$ cat src/core/gpc_consts.vh
// Constants for the pin function configuration block.
// Assumes register indices are word indices on APB (byte address = 4 * index).
`ifndef GPC_CONSTS_VH
`define GPC_CONSTS_VH

// Register indices (byte address is four times the index)
`define GPC_IDX_P37      10'h03a
`define GPC_IDX_P40      10'h03b
`define GPC_IDX_P41      10'h03c
`define GPC_IDX_P42      10'h03d
`define GPC_IDX_P43      10'h03e
`define GPC_IDX_P50      10'h03f
`define GPC_IDX_P51      10'h040
`define GPC_IDX_P52      10'h041
`define GPC_ADDR_LSB     2

// Pin slots in the pin vectors
`define GPC_PIN_37       0
`define GPC_PIN_40       1
`define GPC_PIN_41       2
`define GPC_PIN_42       3
`define GPC_PIN_43       4
`define GPC_PIN_50       5
`define GPC_PIN_51       6
`define GPC_PIN_52       7
`define GPC_NPINS        8

// Field positions
`define GPC_BIT_DIR      0
`define GPC_BIT_INV      1
`define GPC_BIT_SEL      2
`define GPC_BIT_SELHI    3
`define GPC_BIT_OD       7

// Reset value, writable masks and select clear mask
`define GPC_RST_CFG      8'h01
`define GPC_MASK_SEL1    8'h87
`define GPC_MASK_SEL2    8'h8f
`define GPC_SEL_CLR      8'hf3

// Two-bit select codes
`define GPC_SEL_GPIO     2'b00
`define GPC_SEL_C1       2'b01
`define GPC_SEL_C2       2'b10
`define GPC_SEL_C3       2'b11

`endif

$ cat src/core/gpc_sync.v
// Two-flop synchroniser for asynchronous levels.
// Assumes inputs come from outside the pclk domain.
`timescale 1ns/10ps
module gpc_sync #(
  parameter WIDTH = 1
) (
  input  wire             clk,
  input  wire             rst_n,
  input  wire [WIDTH-1:0] d,
  output reg  [WIDTH-1:0] q
);
  reg [WIDTH-1:0] meta_q;

  always @(posedge clk or negedge rst_n) begin
    if (!rst_n) begin
      meta_q <= {WIDTH{1'b0}};
      q      <= {WIDTH{1'b0}};
    end else begin
      meta_q <= d;
      q      <= meta_q;
    end
  end
endmodule // gpc_sync

$ cat src/core/gpc_pin_cell.v
// One configurable pin: input sampling, polarity, direction, driver type.
// Assumes pin_in is asynchronous; pin_oe_n low means the pin is driven.
`timescale 1ns/10ps
module gpc_pin_cell (
  input  wire clk,
  input  wire rst_n,
  input  wire dir_in,
  input  wire invert,
  input  wire open_drain,
  input  wire src_value,
  input  wire pin_in,
  output reg  pin_out,
  output reg  pin_oe_n,
  output reg  level
);
  reg  meta_q;
  reg  sync_q;
  wire drv_val;

  assign drv_val = src_value ^ invert;

  always @(posedge clk or negedge rst_n) begin
    if (!rst_n) begin
      meta_q   <= 1'b0;
      sync_q   <= 1'b0;
      level    <= 1'b0;
      pin_out  <= 1'b0;
      pin_oe_n <= 1'b1;
    end else begin
      meta_q   <= pin_in;
      sync_q   <= meta_q;
      level    <= sync_q ^ invert;                           // [RULE2]
      pin_out  <= drv_val;
      // Open drain releases the pin for a high value
      pin_oe_n <= dir_in | (open_drain & drv_val);          // [RULE1] [RULE3]
    end
  end
endmodule // gpc_pin_cell

$ cat src/core/gpc_pin_function_config.v
// Summary of operation
// [RULE1] Bit 0 one is input, zero output
// [RULE2] Bit 1 inverts pin value
// [RULE3] Bit 7 selects open drain over push-pull
// [RULE4] Pin 3.7 bit 2 selects gate A20
// [RULE5] Pin 4.0 bit 2 selects density select 0
// [RULE6] Pin 4.1 codes: interrupt 2, density 1
// [RULE7] Pin 4.2 bit 2 selects power event
// [RULE8] Power event drives active low when uninverted
// [RULE9] Pin 4.3 codes: interrupt 3, disable lock
// [RULE10] Lock mode forces 4.3 uninverted input
// [RULE11] Lock code ignores writes until reset
// [RULE12] Three resets clear 4.3 select field
// [RULE13] Pin 4.3 high makes disable register read-only
// [RULE14] Pin 5.0 code 01 is ring indicator
// [RULE15] Pin 5.1 code 01 is carrier detect
// [RULE16] Pin 5.2 code 01 is receive data
// [RULE17] Reserved bits 6:3 or 6:4
// [RULE18] Standby reset loads 0x01
// [RULE19] Reserved bits and codes read zero
//
// Eight pin configuration registers behind an APB slave.
// Assumes presetn is the standby-power reset; the other resets arrive as async levels.
//
// Local design decision: the APB interface to the registers.
`timescale 1ns/10ps
`include "gpc_consts.vh"
module gpc_pin_function_config (
  input  wire        pclk,
  input  wire        presetn,
  input  wire        psel,
  input  wire        penable,
  input  wire        pwrite,
  input  wire [11:0] paddr,
  input  wire [31:0] pwdata,
  input  wire [3:0]  pstrb,
  output reg  [31:0] prdata,
  output reg         pready,
  output reg         pslverr,
  input  wire        main_power_reset,
  input  wire        hard_reset,
  input  wire [7:0]  port_pin_in,
  output wire [7:0]  port_pin_out,
  output wire [7:0]  port_pin_oe_n,
  input  wire [7:0]  gpio_data_out,
  output wire [7:0]  gpio_data_in,
  input  wire        gate_a20_function,
  input  wire        drive_density_sel_0,
  input  wire        drive_density_sel_1,
  input  wire        power_mgmt_event,
  output reg         edge_int_2_pulse,
  output reg         edge_int_3_pulse,
  output reg         device_disable_lock_control,
  output reg         device_disable_read_only,
  output reg         serial2_ring_indicator_n,
  output reg         serial2_carrier_detect_n,
  output reg         serial2_receive_data
);

  // ==========================================================
  // Helper functions
  // ==========================================================
  function is_two_bit;
    input [2:0] slot;
    begin
      is_two_bit = (slot == `GPC_PIN_41) || (slot >= `GPC_PIN_43);
    end
  endfunction

  function code_reserved;
    input [2:0] slot;
    input [1:0] code;
    begin
      case (slot)
        `GPC_PIN_41: code_reserved = (code == `GPC_SEL_C3);        // [RULE6]
        `GPC_PIN_43: code_reserved = (code == `GPC_SEL_C2);        // [RULE9]
        `GPC_PIN_50,
        `GPC_PIN_51,
        `GPC_PIN_52: code_reserved = code[1];                      // [RULE14] [RULE15] [RULE16]
        default:     code_reserved = 1'b0;
      endcase
    end
  endfunction

  // Next register value after a software write
  function [7:0] cfg_write;
    input [2:0] slot;
    input [7:0] old;
    input [7:0] wdata;
    reg   [7:0] v;
    begin
      v = wdata & (is_two_bit(slot) ? `GPC_MASK_SEL2 : `GPC_MASK_SEL1); // [RULE17] [RULE19]
      if (is_two_bit(slot) && code_reserved(slot, v[3:2]))
        v = v & `GPC_SEL_CLR;                                       // [RULE19]
      if ((slot == `GPC_PIN_43) && (old[3:2] == `GPC_SEL_C1))
        v[3:2] = `GPC_SEL_C1;                                       // [RULE11]
      cfg_write = v;
    end
  endfunction

  function [2:0] addr_slot;
    input [9:0] idx;
    begin
      addr_slot = idx[2:0] - 3'd2;
    end
  endfunction

  // Two-bit select field of one register
  function [1:0] sel_code;
    input [7:0] cfg;
    begin
      sel_code = cfg[`GPC_BIT_SELHI:`GPC_BIT_SEL];
    end
  endfunction

  // Select bit of a register with one alternate function
  function sel_bit;
    input [7:0] cfg;
    begin
      sel_bit = cfg[`GPC_BIT_SEL];
    end
  endfunction

  // ==========================================================
  // Register storage and reset requests
  // ==========================================================
  reg  [7:0] cfg_q [0:`GPC_NPINS-1];
  wire [1:0] rst_req;
  wire       rst_clr;
  wire [9:0] word_idx;
  wire       aligned;
  wire       in_range;
  wire       hit;
  wire [2:0] slot;
  wire       setup_ph;
  wire       access_ph;
  wire       rd_setup;
  wire       wr_en;
  wire [7:0] wr_byte;
  wire [7:0] wr_next;
  wire [7:0] level;
  integer    k;

  gpc_sync #(
    .WIDTH (2)
  ) u_rst_sync (
    .clk   (pclk),
    .rst_n (presetn),
    .d     ({hard_reset, main_power_reset}),
    .q     (rst_req)
  );

  // Either main-power or hard reset, already in the pclk domain
  assign rst_clr = |rst_req;

  // ==========================================================
  // APB address decode
  // ==========================================================
  assign word_idx  = paddr[11:`GPC_ADDR_LSB];
  assign aligned   = (paddr[`GPC_ADDR_LSB-1:0] == {`GPC_ADDR_LSB{1'h0}});
  assign in_range  = (word_idx >= `GPC_IDX_P37) && (word_idx <= `GPC_IDX_P52);
  assign hit       = aligned & in_range;
  assign slot      = addr_slot(word_idx);
  assign setup_ph  = psel & ~penable;
  assign access_ph = psel & penable & pready;
  assign rd_setup  = setup_ph & ~pwrite & hit;

  // Write strobe: end of the access cycle of a mapped write
  assign wr_byte   = pwdata[7:0];
  assign wr_en     = access_ph & pwrite & hit & pstrb[0];
  assign wr_next   = cfg_write(slot, cfg_q[slot], wr_byte);

  always @(posedge pclk or negedge presetn) begin
    if (!presetn) begin
      for (k = 0; k < `GPC_NPINS; k = k + 1)
        cfg_q[k] <= `GPC_RST_CFG;                                   // [RULE18] [RULE12]
    end else begin
      if (wr_en)
        cfg_q[slot] <= wr_next;
      // Main-power or hard reset clears the 4.3 select, after any write
      if (rst_clr)
        cfg_q[`GPC_PIN_43] <= (wr_en && slot == `GPC_PIN_43) ?
          (wr_next & `GPC_SEL_CLR) :
          (cfg_q[`GPC_PIN_43] & `GPC_SEL_CLR);                      // [RULE12] [RULE11]
    end
  end

  // ==========================================================
  // APB slave: zero wait states, error on unmapped address
  // ==========================================================
  reg [7:0] rd_byte;

  always @* begin
    rd_byte = 8'h00;
    if (rd_setup)
      rd_byte = cfg_q[slot];
  end

  always @(posedge pclk or negedge presetn) begin
    if (!presetn) begin
      pready  <= 1'h0;
      pslverr <= 1'h0;
    end else begin
      pready  <= setup_ph;
      pslverr <= setup_ph & ~hit;
    end
  end

  // Read data stands only in the access cycle, zero otherwise
  always @(posedge pclk or negedge presetn) begin
    if (!presetn)
      prdata <= 32'h0000_0000;
    else
      prdata <= {24'h00_0000, rd_byte};
  end

  // ==========================================================
  // Alternate function selects
  // ==========================================================
  wire a20_en;
  wire den0_en;
  wire den1_en;
  wire pme_en;
  wire int2_en;
  wire int3_en;
  wire lock_sel;
  wire ring_en;
  wire dcd_en;
  wire rxd_en;

  // Reserved codes are never stored, so only real codes decode
  assign a20_en   = sel_bit(cfg_q[`GPC_PIN_37]);                   // [RULE4]
  assign den0_en  = sel_bit(cfg_q[`GPC_PIN_40]);                   // [RULE5]
  assign den1_en  = (sel_code(cfg_q[`GPC_PIN_41]) == `GPC_SEL_C1); // [RULE6]
  assign int2_en  = (sel_code(cfg_q[`GPC_PIN_41]) == `GPC_SEL_C2); // [RULE6]
  assign pme_en   = sel_bit(cfg_q[`GPC_PIN_42]);                   // [RULE7]
  assign int3_en  = (sel_code(cfg_q[`GPC_PIN_43]) == `GPC_SEL_C3); // [RULE9]
  assign lock_sel = (sel_code(cfg_q[`GPC_PIN_43]) == `GPC_SEL_C1); // [RULE9]
  assign ring_en  = (sel_code(cfg_q[`GPC_PIN_50]) == `GPC_SEL_C1); // [RULE14]
  assign dcd_en   = (sel_code(cfg_q[`GPC_PIN_51]) == `GPC_SEL_C1); // [RULE15]
  assign rxd_en   = (sel_code(cfg_q[`GPC_PIN_52]) == `GPC_SEL_C1); // [RULE16]

  // ==========================================================
  // Function routing per pin
  // ==========================================================
  reg [7:0] src;
  reg [7:0] dir_in;
  reg [7:0] inv;
  reg [7:0] od;
  integer   j;

  always @* begin
    // Plain GPIO by default; selected output functions replace the source
    for (j = 0; j < `GPC_NPINS; j = j + 1) begin
      src[j]    = gpio_data_out[j];
      dir_in[j] = cfg_q[j][`GPC_BIT_DIR];                          // [RULE1]
      inv[j]    = cfg_q[j][`GPC_BIT_INV];                          // [RULE2]
      od[j]     = cfg_q[j][`GPC_BIT_OD];                           // [RULE3]
    end
    if (a20_en)
      src[`GPC_PIN_37] = gate_a20_function;                        // [RULE4]
    if (den0_en)
      src[`GPC_PIN_40] = drive_density_sel_0;                      // [RULE5]
    if (den1_en)
      src[`GPC_PIN_41] = drive_density_sel_1;                      // [RULE6]
    // Event is active high inside; uninverted pin shows it low
    if (pme_en)
      src[`GPC_PIN_42] = ~power_mgmt_event;                        // [RULE7] [RULE8]
    if (lock_sel) begin
      dir_in[`GPC_PIN_43] = 1'h1;                                  // [RULE10]
      inv[`GPC_PIN_43]    = 1'h0;                                  // [RULE10]
    end
  end

  // Pin slots follow the register order
  genvar g;
  generate
    for (g = 0; g < `GPC_NPINS; g = g + 1) begin : g_pin
      gpc_pin_cell u_cell (
        .clk        (pclk),
        .rst_n      (presetn),
        .dir_in     (dir_in[g]),
        .invert     (inv[g]),
        .open_drain (od[g]),
        .src_value  (src[g]),
        .pin_in     (port_pin_in[g]),
        .pin_out    (port_pin_out[g]),
        .pin_oe_n   (port_pin_oe_n[g]),
        .level      (level[g])
      );
    end
  endgenerate

  assign gpio_data_in = level;

  // ==========================================================
  // Edge interrupts on pins 4.1 and 4.3
  // ==========================================================
  reg  [1:0] prev_q;
  wire [1:0] edge_lvl;
  wire [1:0] edge_seen;

  assign edge_lvl  = {level[`GPC_PIN_43], level[`GPC_PIN_41]};
  assign edge_seen = edge_lvl ^ prev_q;

  always @(posedge pclk or negedge presetn) begin
    if (!presetn) begin
      prev_q           <= 2'h0;
      edge_int_2_pulse <= 1'h0;
      edge_int_3_pulse <= 1'h0;
    end else begin
      prev_q           <= edge_lvl;
      edge_int_2_pulse <= int2_en & edge_seen[0];                  // [RULE6]
      edge_int_3_pulse <= int3_en & edge_seen[1];                  // [RULE9]
    end
  end

  // ==========================================================
  // Device-disable lock outputs
  // ==========================================================
  always @(posedge pclk or negedge presetn) begin
    if (!presetn) begin
      device_disable_lock_control <= 1'h0;
      device_disable_read_only    <= 1'h0;
    end else begin
      device_disable_lock_control <= lock_sel;                     // [RULE9]
      // Lock forces the pin uninverted, so level is the raw pin
      device_disable_read_only    <= lock_sel & level[`GPC_PIN_43]; // [RULE13]
    end
  end

  // ==========================================================
  // Second serial port inputs, idle high when not selected
  // ==========================================================
  always @(posedge pclk or negedge presetn) begin
    if (!presetn) begin
      serial2_ring_indicator_n <= 1'h1;
      serial2_carrier_detect_n <= 1'h1;
      serial2_receive_data     <= 1'h1;
    end else begin
      serial2_ring_indicator_n <= ring_en ? level[`GPC_PIN_50] : 1'h1; // [RULE14]
      serial2_carrier_detect_n <= dcd_en ? level[`GPC_PIN_51] : 1'h1;  // [RULE15]
      serial2_receive_data     <= rxd_en ? level[`GPC_PIN_52] : 1'h1;  // [RULE16]
    end
  end

endmodule // gpc_pin_function_config

$ cat config.mk
export PLATFORM = sky130hd
export DESIGN_NAME = gpc_pin_function_config
export DESIGN_NICKNAME = d
export VERILOG_FILES = /design/src/core/gpc_sync.v /design/src/core/gpc_pin_cell.v /design/src/core/gpc_pin_function_config.v
export VERILOG_INCLUDE_DIRS = /design/src /design/src/core
export SDC_FILE = /design/constraint.sdc
export NUM_CORES = 1
export LEC_CHECK = 0
export BUFFER_PORTS_ARGS = -buffer_cell sky130_fd_sc_hd__buf_2
export CAP_MARGIN = 25
export CORE_MARGIN = 2
export CORE_UTILIZATION = 29
export DETAILED_ROUTE_END_ITERATION = 10
export GPL_TIMING_DRIVEN = 0
export SYNTH_ARGS = -nofsm -noshare
export SYNTH_HDL_FRONTEND = slang
export SYNTH_SLANG_ARGS = --single-unit
$ cat constraint.sdc
create_clock -name pclk -period 2.1 [get_ports pclk]
set_clock_uncertainty 0.15 [all_clocks]
set_input_delay 0.315 -clock pclk [delete_from_list [all_inputs] [get_ports pclk]]
set_output_delay 0.315 -clock pclk [all_outputs]
set_load 0.01 [all_outputs]
==> metrics, run 1 <==
I/O pin cnt 140; worst min path class primary input to flop; crit path DAT 2.05 ns; Via-to-Cell Ratio about 4.4; most frequent cells in the layout buf_2 (85), dfrtp_1 (82), buf_4 (54); row cnt 45; Final Cycle Share 0.954; Least-Margin Pin Slew 0.769 ns; Ant. Diodes 0; Worst setup SP type primary input; Filler Cell Count 1467; Die Y between 100 and 150 um; Die Wd 128 um; Post-Syn Area per Cell 12.9 um2; Most used DFF post-synth dfrtp_1; initial antenna violation count 0; most common cell after layout, fill and taps aside buf_2; peak supply drop 0.000330 V; Final min period 2.00 ns; DR WL/cell 15.6 um; grt ovf 0; Yosys Warn Count 0; Max Freq 499 MHz; largest net degree at the start of global routing 60; share of cells above drive strength 1 0.483; final slew viol count 0; Area Overhead vs Synth 29.8%; Seq cells post-synth between 100 and 150; Detail Route Antenna Nets 0; number of global-route vias before repair approximately 3100; area share of the largest cell type after synthesis 0.457; total power around 4.2 mW; Max Cap Violations 0; Worst Path Required 2.14 ns; Initial Utilization 0.297; dominant cells by area after synthesis dfrtp_1 (46%), dfstp_2 (11%), buf_4 (8.5%); WHS 0.0325 ns; Sink Count 101; Distinct cells, synth between 40 and 50; clk slew on worst S/H paths ~0.06 ns; drt drc 0; number of synthesized flops with an enable pin 0; Cells after Synth 348; max_slew headroom 0.487; area leader, netlist dfrtp_1; Tot GR Track Use 0.134; Crit Path Category primary input to flop; slowest CP cell nor4b_1; leakage around 2.9 nW; CTS tree done; port buffer count 84; register area share after synthesis 0.568; Mapped Area ~0.0045 mm2; critical path endpoint category flop; hpwl dp about 7700 um; routability cong. 0.819; status complete, no violations; max incr delay on CP around 0.63 ns; Setup violations, final 0; final-report hold violation count 0; Core ar. 0.0151 mm2; final net count approximately 560; die area about 0.017 mm2; DRT iter0 DRCs 129; vias between 2000 and 3000; RSZ-0062 raised after global routing false; Max Fanout on Critical Path 3; H-tree depth 3; Total Wirelength 10500 um; Max clock buf depth 2; Power Density 714 mW/mm2; critical path cell sequence buf_2 > or4b_4 > mux2_4 > nor4b_1 > a31oi_1; clock root cell clkbuf_16; ys async rst share 1.00; first-pass GRT wire length 16500 um; Clock Latency Late Sink about 0.35 ns; TritonRoute pass-1 iters 4; total CTS buffers 9
[Yosys cell counts (7+ instances only)]
library cell,n
mux2i_1,11
inv_1,10
buf_4,51
dfrtp_1,82
dfstp_2,19
xor2_1,11
a21o_1,7
nand2_1,11
a31oi_1,11
mux2_2,28
xnor2_1,7
mux4_2,8
nor2_1,11
nand3_1,9
[path summary, 6_finish.rpt]
check | start | end | slack, ns | cells past startpoint
hold / removal | gpio_data_out[5] | g_pin[5].u_cell.pin_out | 0.03 | 2
setup / recovery | paddr[5] | cfg_q[10] | 0.1 | 5
min in group asynchronous | presetn | g_pin[7].u_cell.meta_q | 0.45 | 2
setup reg to reg | cfg_q[43] | cfg_q[26] | 0.15 | 4
max in group asynchronous | presetn | g_pin[6].u_cell.pin_oe_n | 0.60 | 3
hold reg to reg | g_pin[3].u_cell.meta_q | g_pin[3].u_cell.sync_q | 0.20 | 0
[cells by family after synthesis]
group                    Yosys count  share of synthesized area
AO/OA/AOI/OAI                     34                     0.0543
XOR/XNOR                          18                     0.0351
adder cells (fa/ha/maj)            4                     0.0111
buffers and inverters             69                      0.102
flip-flops                       101                      0.568
multiplexers                      48                      0.138
other                              1                   0.000835
AND/OR/NAND/NOR                   73                     0.0911
[layer usage]
layer  up-vias  wire (um)  part of all wire  global-route usage
met2        87       4980              0.47               0.215
met1      1468       4710              0.45               0.167
li1       1402          -                 -                   -
met3        16        588             0.056              0.0437
met4         0        206             0.020              0.0569
met5         -          0                 0                   0
[final cells by class]
| type | count | area, um2 | area share |
|---|---|---|---|
| Buffer | 58 | 424 | 0.0727 |
| Clock buffer | 12 | 246 | 0.0423 |
| Clock inverter | 4 | 72.6 | 0.0124 |
| Inverter | 10 | 37.5 | 0.00644 |
| Multi-Input combinational cell | 202 | 1700 | 0.292 |
| Sequential cell | 101 | 2550 | 0.437 |
| Tap cell | 188 | 235 | 0.0403 |
| Timing Repair Buffer | 97 | 563 | 0.0965 |
[metrics by stage]
| step | worst slack (ns) | TNS, ns | std cells | area, um2 | utilization |
|---|---|---|---|---|---|
| 2_1_floorplan | -0.0180 | -0.0512 | 372 | 4590 | - |
| 3_3_place_gp | -0.925 | -57.94 | 644 | 5240 | 0.346 |
| 3_5_place_dp | -0.958 | -17.38 | 645 | 5260 | 0.348 |
| 4_1_cts | 0.0259 | 0 | 671 | 5770 | 0.381 |
| 5_1_grt | 0.0273 | 0 | 672 | 5830 | 0.385 |
| 6_report | 0.0975 | 0 | 672 | 5830 | 0.385 |
[power breakdown]
part / switching, mW / leakage, nW / internal [mW]
clock: 0.697 / 0.153 / 1.08
sequential: 0.0159 / 1.23 / 1.99
combinational: 0.210 / 1.50 / 0.177
[flip-flops by register name, summed over array words and instances (netlist names), 2 cells and up]
register	cells
cfg_q	39
g_pin.u_cell.level	8
g_pin.u_cell.meta_q	8
g_pin.u_cell.pin_oe_n	8
g_pin.u_cell.pin_out	8
g_pin.u_cell.sync_q	8
prdata	6
prev_q	2
u_rst_sync.meta_q	2
u_rst_sync.q	2
[critical path: cells and delay by family]
family / cells / cell delay [ns]
mux: 1 / 0.28
buf+inv: 1 / 0.10
compound gates: 1 / 0.18
simple gates: 2 / 1.17
[timing repair]
| item | 4_1_cts | 5_1_grt |
|---|---|---|
| resized for setup | 17 | 8 |
| buffers inserted | 0 | 1 |
| endpoints found under the hold margin | 58 | 0 |
| pin swaps | 2 | 1 |
| endpoints found under the setup margin | 22 | 21 |
| hold buffers | 11 | 0 |
(Power assumes the default switching activity.)
==> inputs of run 2 (changes only) <==
--- a/config.mk
+++ b/config.mk
@@ -6,7 +6,7 @@
 export SDC_FILE = /design/constraint.sdc
 export NUM_CORES = 1
 export LEC_CHECK = 0
-export BUFFER_PORTS_ARGS = -buffer_cell sky130_fd_sc_hd__buf_2
+export BUFFER_PORTS_ARGS = -buffer_cell sky130_fd_sc_hd__buf_4
 export CAP_MARGIN = 25
 export CORE_MARGIN = 2
 export CORE_UTILIZATION = 29
==> run 2 against run 1 <==
  * Critical path depth up 1
  * Wire length down 1.4%
  * Count of clock-buffer cells in the layout up 1
  * Critical path type unchanged
==> metrics, run 2 (synthesis results as in run 1) <==
Crit Path Category primary input to flop; Initial Utilization 0.297 (unchanged); WHS 0.0254 ns (-0.00708 ns); Final min period 2.02 ns (+0.0157 ns); Setup violations, final 0 (unchanged); port buffer count 84 (unchanged); Worst Path Required 2.19 ns (+0.05 ns); final net count 560 (+0.36%); drt drc 0 (unchanged); initial antenna violation count 0 (unchanged); Tot GR Track Use 0.131 (-0.00288); max_slew headroom 0.531 (+0.0442); most frequent cells in the layout buf_4 (138), dfrtp_1 (82), mux2_2 (28); Max Cap Violations 0 (unchanged); critical path endpoint category flop; Final Cycle Share 0.961 (+0.00746); H-tree depth 3 (unchanged); leakage 2.93 nW (+1.5%); dpl ws -0.854 ns (+0.104 ns); switching share of total power 0.236 (+0.0141); I/O pin cnt 140 (unchanged); Comb power frac 0.106 (+0.013); Die Wd 128 um (unchanged); Core ar. 0.0151 mm2 (unchanged); peak supply drop 0.000307 V (-7.1%); TritonRoute pass-1 iters 5 (+1); DRT iter0 DRCs 118 (-8.5%); vias 2953 (-0.67%); Max Fanout on Critical Path 10 (+7); share of cells above drive strength 1 0.484 (about the same); switching power 0.948 mW (+2.7%); total CTS buffers 9 (unchanged); worst min path class primary input to flop; most common cell after layout, fill and taps aside buf_4; sequential power share 0.499 (+0.018); Power Density 669 mW/mm2 (-6.3%); max reg flops 39 (unchanged); largest net degree at the start of global routing 54 (-10%); hpwl dp 7630 um (-0.97%); internal power 3.07 mW (-5.2%); Ant. Diodes 0 (unchanged); final-report hold violation count 0 (unchanged); grt ovf 0 (unchanged); Reg with most FFs cfg_q; Least-Margin Pin Slew 0.703 ns (-0.0662 ns); Max Freq 496 MHz (-0.78%); Die Y 128 um (unchanged); Detail Route Antenna Nets 0 (unchanged); Total Wirelength 10300 um (-1.4%); number of global-route vias before repair 3050 (-2.1%); status complete, no violations; DR WL/cell 15.3 um (-1.7%); Sink Count 101 (unchanged); Clock power frac 0.396 (-0.029); Via-to-Cell Ratio 4.38 (-0.97%); die area 0.0165 mm2 (unchanged); first-pass GRT wire length 16100 um (-2.3%); clock root cell clkbuf_16; Area Overhead vs Synth 33.7%; Clock Latency Late Sink 0.36 ns (about the same); row cnt 45 (unchanged); clk slew on worst S/H paths 0.07 ns (about the same); CTS tree done; PnR worst setup slack 0.0819 ns (-0.0157 ns); Filler Cell Count 1455 (-0.82%); RSZ-0062 raised after global routing false; Worst setup SP type primary input; crit path DAT 2.11 ns (+0.06 ns); final slew viol count 0 (unchanged); Max clock buf depth 2 (unchanged); routability cong. 0.813 (-0.78%)
[run 2: changes by cell type in the layout (fill, tap and decap cells not counted), moves of 2 or more]
cell / previous run / this run
buf_2: 85 / 3
nor4_4: 2 / 0
nor4_2: 0 / 2
bufinv_16: 2 / 0
buf_4: 54 / 138
[run 2: timing repair]
action                                  CTS  global route
pin swaps                                 2             1
endpoints found under the hold margin    54             0
buffers inserted                          0             2
endpoints found under the setup margin   19            21
gates resized for setup                  11            12
hold buffers                             12             0
[run 2: worst paths after layout]
check                      depth (start not counted)                    from  slack (ns)                        to
max reg2reg                                        4                  pready        0.19                 cfg_q[47]
max                                                6                paddr[5]        0.08                  cfg_q[7]
max in group asynchronous                          3                 presetn        0.65  g_pin[3].u_cell.pin_oe_n
min reg2reg                                        0  g_pin[7].u_cell.meta_q        0.20    g_pin[7].u_cell.sync_q
min                                                2        gpio_data_out[7]        0.03   g_pin[7].u_cell.pin_out
min in group asynchronous                          2                 presetn        0.41    g_pin[6].u_cell.sync_q
[run 2: through the flow]
step	setup TNS [ns]	power [mW]	cells	cell area, um2	util
floorplan	-0.0512	2.23	372	4590	-
global placement	-13.79	2.41	644	5450	0.360
detailed placement	-14.78	2.42	645	5480	0.362
CTS	-0.151	4.05	672	5930	0.392
global route	0	4.19	674	6010	0.397
finish	0	4.02	674	6010	0.397
[run 2: area by class of cell]
class	count	area (um2)	share of cell area
Clock buffer	13	260	0.0433
Clock inverter	3	20.0	0.00333
Timing Repair Buffer	99	793	0.132
Buffer	58	422	0.0702
Tap cell	188	235	0.0392
Multi-Input combinational cell	202	1690	0.281
Sequential cell	101	2550	0.425
Inverter	10	37.5	0.00625
[run 2: worst max-delay path, stage by stage]
cell,delay [ns]
buf_4,0.11
or4b_4,0.54
mux2i_2,0.28
buf_4,0.23
nand3_1,0.26
mux2_2,0.37
[run 2: power groups by stage]
| stage | Sequential, mW | Clock (mW) | Combinational (mW) |
|---|---|---|---|
| after global routing | 2.01 | 1.72 | 0.464 |
| after global placement | 2.04 | 0 | 0.367 |
| after floorplan | 2.04 | 0 | 0.187 |
| after detailed placement | 2.04 | 0 | 0.378 |
| after CTS | 2.00 | 1.64 | 0.411 |
| final | 2.00 | 1.59 | 0.425 |
[run 2: per-layer routing]
layer  share of wire  GRT usage  vias to the layer above
met1            0.43      0.166                     1451
met5               0          0                        -
met2            0.48      0.212                       83
met3           0.066     0.0416                       13
met4           0.015     0.0485                        0
li1                -          -                     1406
